==> src/rmb_pkg.sv <==
// rmb_pkg: shared constants for the multiplexed host bus port
// assumes: both ends run on one 10 MHz clock and import this package
package rmb_pkg;
  localparam int unsigned RMB_DATA_W = 8;
  localparam int unsigned RMB_ADDR_W = 7;
  // ---------------------------------------------------------------
  // timing
  // ---------------------------------------------------------------
  localparam int unsigned RMB_CLK_PERIOD_NS = 100;
  // strobe phase base length; the host end holds each phase one clock longer
  localparam int unsigned RMB_PHASE_NS = 300;
  localparam int unsigned RMB_PHASE_CYC =
    (RMB_PHASE_NS + RMB_CLK_PERIOD_NS - 1) / RMB_CLK_PERIOD_NS;
  localparam logic [3:0] RMB_PHASE_CNT = 4'(RMB_PHASE_CYC);
  localparam logic [RMB_ADDR_W-1:0] RMB_ADDR_RST = 7'h00;
  localparam logic [RMB_DATA_W-1:0] RMB_DATA_RST = 8'h00;
  // levels the pin synchronisers reset to: strobes, select and write enable idle,
  // supply good, reset released
  localparam logic [6:0] RMB_PIN_IDLE = 7'h4E;
  // strap is loaded on the third edge after release, once both its flops hold the pin
  localparam logic [1:0] RMB_STRAP_LOAD = 2'h2;
  // external oscillator rate accepted on osc_input
  localparam int unsigned RMB_OSC_HZ = 32768;
  localparam int unsigned RMB_MEM_DEPTH = 128;
endpackage : rmb_pkg

==> src/rmb_if.sv <==
// rmb_if: multiplexed byte bus wires between host and device ends
// assumes: testbench resolves the shared bus from the two enables
`timescale 1ns/1ps
interface rmb_if;
  import rmb_pkg::*;
  logic bus_style_select;
  logic address_latch_strobe;
  logic data_strobe;
  logic rw_n;
  logic cs_n;
  logic [RMB_DATA_W-1:0] host_bus_out;
  logic host_bus_oe;
  logic [RMB_DATA_W-1:0] dev_bus_out;
  logic dev_bus_oe;
  logic [RMB_DATA_W-1:0] muxed_addr_data_bus;
  modport dev (
    input bus_style_select, address_latch_strobe, data_strobe, rw_n, cs_n,
    input muxed_addr_data_bus,
    output dev_bus_out, dev_bus_oe
  );
  modport host (
    output bus_style_select, address_latch_strobe, data_strobe, rw_n, cs_n,
    output host_bus_out, host_bus_oe,
    input muxed_addr_data_bus
  );
endinterface : rmb_if

==> src/rmb_dev.sv <==
// rmb_dev: device end of the multiplexed host bus port with a 128-byte store
// assumes: bus pins arrive asynchronously; supply monitor and reset are levels
//
// Summary of operation
// - strap high: level direction, else split strobes
// - latch address on address strobe fall
// - write data on strobe fall or write rise
// - drive bus in each mode's read window
// - release bus at end of read window
// - access only with select; address always latched
// - host holds select through strobes
// - below power-fail threshold, select forced inactive
// - clear latched address on address strobe rise
// - host strobes address before each access
// - host re-strobes address after deselected access
// - level mode: high is read, low write
// - split mode: pin is active-low write enable
// - external oscillator input accepted, output unused
// - reset low blocks all accesses
`timescale 1ns/1ps
module rmb_dev
  import rmb_pkg::*;
#(
  parameter int unsigned DEPTH = RMB_MEM_DEPTH
) (
  input wire logic clk,
  input wire logic nrst,
  rmb_if.dev bus,
  input wire logic power_fail,
  input wire logic host_reset_n,
  input wire logic osc_input,
  output logic osc_output,
  output logic osc_tick
);
  import rmb_pkg::*;

  // ---------------------------------------------------------------
  // input synchronisers
  // ---------------------------------------------------------------
  localparam int unsigned NS = 7;
  logic [NS-1:0] raw;
  logic [NS-1:0] s1_r;
  logic [NS-1:0] s2_r;
  logic [NS-1:0] s3_r;
  // the bus byte runs in step with the strobes; its third stage is the byte
  // that stood before the edge that the strobe flops have just seen
  logic [RMB_DATA_W-1:0] d1_r;
  logic [RMB_DATA_W-1:0] d2_r;
  logic [RMB_DATA_W-1:0] d3_r;
  logic [1:0] o1_r;
  // supply and reset levels pass their own flops before they are combined
  assign raw = {host_reset_n, osc_input, power_fail, bus.cs_n, bus.rw_n,
                bus.data_strobe, bus.address_latch_strobe};

  // split-style idle levels; a false level-style fall after reset finds nothing armed
  always_ff @(posedge clk or negedge nrst) begin
    if (!nrst) begin
      s1_r <= RMB_PIN_IDLE;
      s2_r <= RMB_PIN_IDLE;
      s3_r <= RMB_PIN_IDLE;
      d1_r <= RMB_DATA_RST;
      d2_r <= RMB_DATA_RST;
      d3_r <= RMB_DATA_RST;
      o1_r <= 2'h0;
    end else begin
      s1_r <= raw;
      s2_r <= s1_r;
      s3_r <= s2_r;
      d1_r <= bus.muxed_addr_data_bus;
      d2_r <= d1_r;
      d3_r <= d2_r;
      o1_r <= {o1_r[0], s2_r[5]};
    end
  end

  // ---------------------------------------------------------------
  // edge detection
  // ---------------------------------------------------------------
  logic as_q, ds_q, rw_q, cs_q, blk_q, mot_r;
  assign as_q = s2_r[0];
  assign ds_q = s2_r[1];
  assign rw_q = s2_r[2];
  assign blk_q = s2_r[4] | ~s2_r[6];
  // power fail or reset forces select inactive
  assign cs_q = ~s2_r[3] & ~blk_q;
  logic as_fall, as_rise, ds_fall, ds_rise, rw_rise;
  assign as_fall = s3_r[0] & ~as_q;
  assign as_rise = ~s3_r[0] & as_q;
  assign ds_fall = s3_r[1] & ~ds_q;
  assign ds_rise = ~s3_r[1] & ds_q;
  assign rw_rise = ~s3_r[2] & rw_q;

  // ---------------------------------------------------------------
  // bus style strap
  // ---------------------------------------------------------------
  // two flops, then loaded once; the pin has a pulldown, so open reads split
  logic strap_s1_r, strap_s2_r, mot_nxt;
  logic [1:0] strap_cnt_r, strap_cnt_nxt;
  always_comb begin
    strap_cnt_nxt = strap_cnt_r;
    mot_nxt = mot_r;
    if (strap_cnt_r != 2'h3)
      strap_cnt_nxt = strap_cnt_r + 2'h1;
    if (strap_cnt_r == RMB_STRAP_LOAD)
      mot_nxt = strap_s2_r;
  end
  always_ff @(posedge clk or negedge nrst) begin
    if (!nrst) begin
      strap_s1_r <= 1'b0;
      strap_s2_r <= 1'b0;
      strap_cnt_r <= 2'h0;
      mot_r <= 1'b0;
    end else begin
      strap_s1_r <= bus.bus_style_select;
      strap_s2_r <= strap_s1_r;
      strap_cnt_r <= strap_cnt_nxt;
      mot_r <= mot_nxt;
    end
  end

  // ---------------------------------------------------------------
  // address, write and read state
  // ---------------------------------------------------------------
  logic [RMB_DATA_W-1:0] mem [DEPTH];
  logic [RMB_ADDR_W-1:0] addr_r, addr_nxt;
  logic armed_r, armed_nxt;
  logic oe_r, oe_nxt;
  logic [RMB_DATA_W-1:0] dout_r, dout_nxt;
  logic wr_en;
  logic rd_win;

  always_comb begin
    addr_nxt = addr_r;
    armed_nxt = armed_r;
    wr_en = 1'b0;
    if (mot_r ? (ds_fall & ~rw_q) : rw_rise) begin
      wr_en = cs_q & armed_r;
      armed_nxt = 1'b0;
    end
    rd_win = mot_r ? (ds_q & rw_q) : (~ds_q & rw_q);
    // oe is registered, so the bus turns one clock after the window is seen
    oe_nxt = rd_win & cs_q & armed_r;
    // window ends on ds fall (level) or ds rise (split)
    if (mot_r ? ds_fall : ds_rise) begin
      oe_nxt = 1'b0;
      if (oe_r)
        armed_nxt = 1'b0;
    end
    // deselected read consumes the address too, so the host must strobe again
    if (~cs_q & armed_r & rw_q & (mot_r ? ds_fall : ds_rise))
      armed_nxt = 1'b0;
    // strobe edges come last: a fresh address outranks a clear in the same cycle
    if (as_rise) begin
      addr_nxt = RMB_ADDR_RST;
      armed_nxt = 1'b0;
    end else if (as_fall) begin
      // d3 still holds the bus as it stood while the strobe was high
      addr_nxt = d3_r[RMB_ADDR_W-1:0];
      armed_nxt = 1'b1;
    end
    dout_nxt = mem[addr_r];
  end

  always_ff @(posedge clk or negedge nrst) begin
    if (!nrst) begin
      addr_r <= RMB_ADDR_RST;
      armed_r <= 1'b0;
      oe_r <= 1'b0;
      dout_r <= RMB_DATA_RST;
    end else begin
      addr_r <= addr_nxt;
      armed_r <= armed_nxt;
      oe_r <= oe_nxt;
      dout_r <= dout_nxt;
    end
  end

  // store has no reset: it stands for battery-backed contents
  always_ff @(posedge clk) begin
    if (wr_en)
      mem[addr_r] <= d3_r;
  end

  assign bus.dev_bus_out = dout_r;
  assign bus.dev_bus_oe = oe_r;

  // ---------------------------------------------------------------
  // oscillator input
  // ---------------------------------------------------------------
  logic tick_r, tick_nxt;
  // the oscillator is far slower than clk, so sampled edges never merge
  // one pulse per rising edge of the oscillator, one clock long
  always_comb begin
    tick_nxt = o1_r[0] & ~o1_r[1];
  end
  always_ff @(posedge clk or negedge nrst) begin
    if (!nrst)
      tick_r <= 1'b0;
    else
      tick_r <= tick_nxt;
  end
  assign osc_tick = tick_r;
  // no crystal driver; output stays unused and low
  assign osc_output = 1'b0;
endmodule : rmb_dev

==> src/flat_wrapper.sv <==
// flat-port wrapper written by rule: the top's interface ports become plain ports
module rmb_dev_flat import rmb_pkg::*;
#(
  parameter int unsigned DEPTH = RMB_MEM_DEPTH
)
  (clk, nrst, power_fail, host_reset_n, osc_input, osc_output, osc_tick, bus_bus_style_select, bus_address_latch_strobe, bus_data_strobe, bus_rw_n, bus_cs_n, bus_muxed_addr_data_bus, bus_dev_bus_out, bus_dev_bus_oe);
  rmb_if bus_i ();
  input wire logic clk;
  input wire logic nrst;
  input wire logic power_fail;
  input wire logic host_reset_n;
  input wire logic osc_input;
  output logic osc_output;
  output logic osc_tick;
  input wire logic [$bits(bus_i.bus_style_select)-1:0] bus_bus_style_select;
  input wire logic [$bits(bus_i.address_latch_strobe)-1:0] bus_address_latch_strobe;
  input wire logic [$bits(bus_i.data_strobe)-1:0] bus_data_strobe;
  input wire logic [$bits(bus_i.rw_n)-1:0] bus_rw_n;
  input wire logic [$bits(bus_i.cs_n)-1:0] bus_cs_n;
  input wire logic [$bits(bus_i.muxed_addr_data_bus)-1:0] bus_muxed_addr_data_bus;
  output wire logic [$bits(bus_i.dev_bus_out)-1:0] bus_dev_bus_out;
  output wire logic [$bits(bus_i.dev_bus_oe)-1:0] bus_dev_bus_oe;
  assign bus_i.bus_style_select = bus_bus_style_select;
  assign bus_i.address_latch_strobe = bus_address_latch_strobe;
  assign bus_i.data_strobe = bus_data_strobe;
  assign bus_i.rw_n = bus_rw_n;
  assign bus_i.cs_n = bus_cs_n;
  assign bus_i.muxed_addr_data_bus = bus_muxed_addr_data_bus;
  assign bus_dev_bus_out = bus_i.dev_bus_out;
  assign bus_dev_bus_oe = bus_i.dev_bus_oe;
  rmb_dev #(.DEPTH(DEPTH)) u_core (.clk(clk), .nrst(nrst), .bus(bus_i), .power_fail(power_fail), .host_reset_n(host_reset_n), .osc_input(osc_input), .osc_output(osc_output), .osc_tick(osc_tick));
endmodule
==> config.mk <==
export PLATFORM = sky130hd
export DESIGN_NAME = rmb_dev_flat
export DESIGN_NICKNAME = d
export VERILOG_FILES = /design/src/rmb_pkg.sv /design/src/rmb_if.sv /design/src/rmb_dev.sv /design/src/flat_wrapper.sv
export SDC_FILE = /design/constraint.sdc
export NUM_CORES = 1
export LEC_CHECK = 0
export BUFFER_PORTS_ARGS = -buffer_cell sky130_fd_sc_hd__buf_2
export CORE_MARGIN = 2
export CORE_UTILIZATION = 42
export DETAILED_ROUTE_END_ITERATION = 16
export PLACE_DENSITY_LB_ADDON = 0.08
export REMOVE_ABC_BUFFERS = 1
export SLEW_MARGIN = 25
export SYNTH_ARGS = -nofsm -noshare
export SYNTH_HDL_FRONTEND = slang
export SYNTH_SLANG_ARGS = --single-unit
==> constraint.sdc <==
create_clock -name clk -period 2.35 [get_ports clk]
set_input_delay 0.1175 -clock clk [delete_from_list [all_inputs] [get_ports clk]]
set_output_delay 0.1175 -clock clk [all_outputs]
set_load 0.1 [all_outputs]
==> summary.txt <==
Critical Path, Cell by Cell -> bufbuf_16 > buf_8 > buf_8 > mux2i_1 > o22ai_1 > a21oi_1 > a31oi_1 > a21oi_1 > a221oi_2 > a31o_1
Worst EP required -> 2950 ps
RSZ-0062 raised after global routing -> yes
Post-synthesis register bit count -> 1090
CP Max Fanout -> 8
Vias -> 27400
GRT Overall Usage -> 27.4%
WL final -> 141 mm
Largest net degree at the start of global routing -> 130
Post-synth EDFFs -> 1024
Hold_ws -> 59.2 ps
Final HPWL DP -> 90.5 mm
First-pass DRT Iterations -> 7
WP data arrival -> 3320 ps
Endpoint type of the worst setup path -> flip-flop
Fin crit share -> 115%
Async S/R FF share, synth -> 6.06%
Critical path's top delay family -> compound AO/OA/AOI/OAI gates
Vias in the first global route -> 26900
Rows -> 116
Die Wd -> 320 um
Die area -> 103000 um^2
Critical path's slowest cell -> dfrtp_4
CTS tree -> done
Die height -> 320 um
Clk buf depth -> 3
CP peak stage delay -> 490 ps
DRC viols -> 0
R2r setup slk -> -360 ps
Worst VDD drop -> 0.677 mV
Max Clock Freq -> 369 MHz
Initial DRC Count -> 3243
Design area -> 53900 um^2
Leakage -> 18.3 nW
Predominant post-synthesis flop cell -> edfxtp_1
Worst Skew -> 24.6 ps
Post-Syn Instances -> 2586
Via density -> 5.99
Clock-pin transition on the worst setup and hold timing paths -> 60 ps
Worst slew pin tran -> 753 ps
CP bufs+invs -> 3
Non-Filler Instances -> 4578
Final Max Slew Viols -> 0
# IOs -> 29
First-pass GRT wire length -> 199 mm
Worst path depth -> 10
Yosys warns -> 0
CP Launch Type -> flip-flop
Area growth syn-to-layout -> 28.2%
Port bufs -> 27
Final Wtd Congestion -> 0.871
Reg2reg path depth -> 10
Post-route minimum period -> 2710 ps
Failing checks -> negative setup slack
Initial Util -> 42.2%
Placed cell area -> 47900 um^2
R2R Path Start -> u_core.addr_r[2]$_DFFE_PN0P_
Placed Cells -> 4280
Hold Vio Cnt, Final -> 0
PwrDens -> 895 nW/um^2
End point of the critical path -> u_core.bus.dev_bus_out[3]$_DFF_PN0_
H-tree depth -> 3
Final setup viols -> 764
Seq/Total Area, Yosys -> 77.1%
Root Driver -> clkbuf_16
Final worst slack -> -363 ps
Reg2reg end -> u_core.bus.dev_bus_out[3]$_DFF_PN0_
Grt ovf -> 0
Status -> finished, violations left
Final core utilization -> 54.1%
Routed WL per cell -> 30.9 um
Number of buffers created by CTS -> 114
Max_slew headroom -> 49.8%
Synth cell types -> 68
Critical path type -> reg -> reg
Total Power -> 48.3 mW
Post-Syn Area -> 42000 um^2
Nets -> 3200
Initial antenna violation count -> 4
Max Cap Violations -> 0
Clock Sinks -> 1090
Clock Latency Late Sink -> 720 ps
Core area -> 99700 um^2
Crit path launch -> u_core.addr_r[2]$_DFFE_PN0P_
Synth Area per Inst -> 16.3 um^2
Share of layout cells above drive strength 1 -> 31.6%
Worst min path class -> in -> reg
Final ANT Viol Nets -> 0
-- Yosys cell counts, drive strengths merged, types with 5 or more instances --
library cell  instances  area (um^2)
nand2               120          450
nor2                186          703
a31oi                18          113
a32oi                 9         78.8
mux2i               118         1180
nand3                38          190
dfrtp                56         1400
dfstp                10          263
a222oi                6         60.1
a221oi              121         1070
inv                   7         26.3
buf                 127          737
clkbuf               58          218
a21oi               164          821
mux4                 17          383
o221ai               18          158
a22o                 49          429
o21ai               109          546
o31ai                 9         67.6
nor3                 14         70.1
nand2b               12         75.1
a211oi                7         52.6
edfxtp             1024        30700
nor2b                11         68.8
a22oi               129          973
o22a                  5         43.8
o22ai                57          357
mux2                 17          191
a221o                 7         70.1
-- cell type report --
class	count	area (um^2)
clock buffer	142	2980
sequential	1090	32500
inverter	10	37.5
tap	1298	1620
multi-input combinational	1302	9730
clock inverter	74	749
timing repair buffer	660	6330
fill	8033	45800
antenna	2	5.00
-- metrics by stage --
| stage | setup TNS (ps) | setup slack (ps) |
|---|---|---|
| after detailed placement | -179200 | -821 |
| after CTS | -63770 | -320 |
| after global placement | -188050 | -883 |
| after global routing | -109200 | -383 |
| final | -80690 | -363 |
| after floorplan | -4761800 | -8150 |
-- per-layer routing --
layer	global-route usage (%)	part of all wire, %
met1	38.8	42
met5	0	0.0085
met4	8.35	3.1
met3	5.27	8.2
met2	42.9	46
-- timing repair --
| action | 4_1_cts | 5_1_grt |
|---|---|---|
| hold buffers | 34 | 0 |
| setup endpoints to repair | 925 | 996 |
| hold endpoints to repair | 78 | 0 |
| pin swaps | 46 | 39 |
| setup buffers | 38 | 9 |
| cloned | 7 | 1 |
| gates resized for setup | 265 | 94 |
-- kinds of logic after synthesis --
family                   share of synthesized area, %
AND/OR/NAND/NOR                                  3.99
other                                         0.00892
flip-flops                                       77.1
multiplexers                                     4.18
XOR/XNOR                                       0.0417
AO/OA/AOI/OAI                                    12.2
buffers and inverters                            2.36
adder cells (fa/ha/maj)                         0.119
-- power by group --
part,internal (mW),switching (mW),total (mW)
Sequential,21.4,0.230,21.6
Combinational,3.29,5.42,8.70
Clock,10.3,7.64,18.0
Total,35.0,13.3,48.3
-- state kept, by name, indices dropped and copies added, names as in the netlist --
register	flops
u_core.mem	1024
u_core.bus.dev_bus_out	8
u_core.d1_r	8
u_core.d2_r	8
u_core.d3_r	8
u_core.addr_r	7
u_core.s1_r	7
u_core.s2_r	7
u_core.s3_r	3
u_core.o1_r	2
u_core.strap_cnt_r	2
u_core.armed_r	1
u_core.bus.dev_bus_oe	1
u_core.mot_r	1
u_core.osc_tick	1
u_core.strap_s1_r	1
u_core.strap_s2_r	1
-- cells in the final DEF, fill, tap and decap left out, types with 36 or more instances in the layout --
| master | n |
|---|---|
| o22ai_1 | 54 |
| nor2_1 | 140 |
| clkbuf_16 | 115 |
| dfrtp_1 | 45 |
| edfxtp_1 | 1024 |
| a221oi_1 | 82 |
| nand3_1 | 36 |
| mux2i_1 | 114 |
| a22o_1 | 48 |
| buf_12 | 67 |
| buf_6 | 72 |
| o21ai_0 | 71 |
| nand2_1 | 113 |
| a22oi_1 | 119 |
| buf_4 | 445 |
| a21oi_1 | 152 |
| nor2_2 | 38 |
-- worst min-delay path by stage --
stage	slack (ps)	to	from	cells after the start
after floorplan	-180	u_core.addr_r[0]$_DFFE_PN0P_	nrst	0
after global routing	30	u_core.d1_r[1]$_DFF_PN0_	bus_muxed_addr_data_bus[1]	2
final	60	u_core.d1_r[1]$_DFF_PN0_	bus_muxed_addr_data_bus[1]	2
after global placement	140	u_core.strap_s1_r$_DFF_PN0_	nrst	1
after detailed placement	150	u_core.strap_s1_r$_DFF_PN0_	nrst	1
after CTS	8	u_core.d1_r[1]$_DFF_PN0_	bus_muxed_addr_data_bus[1]	2
No activity file was read; power rests on OpenSTA's default activity.
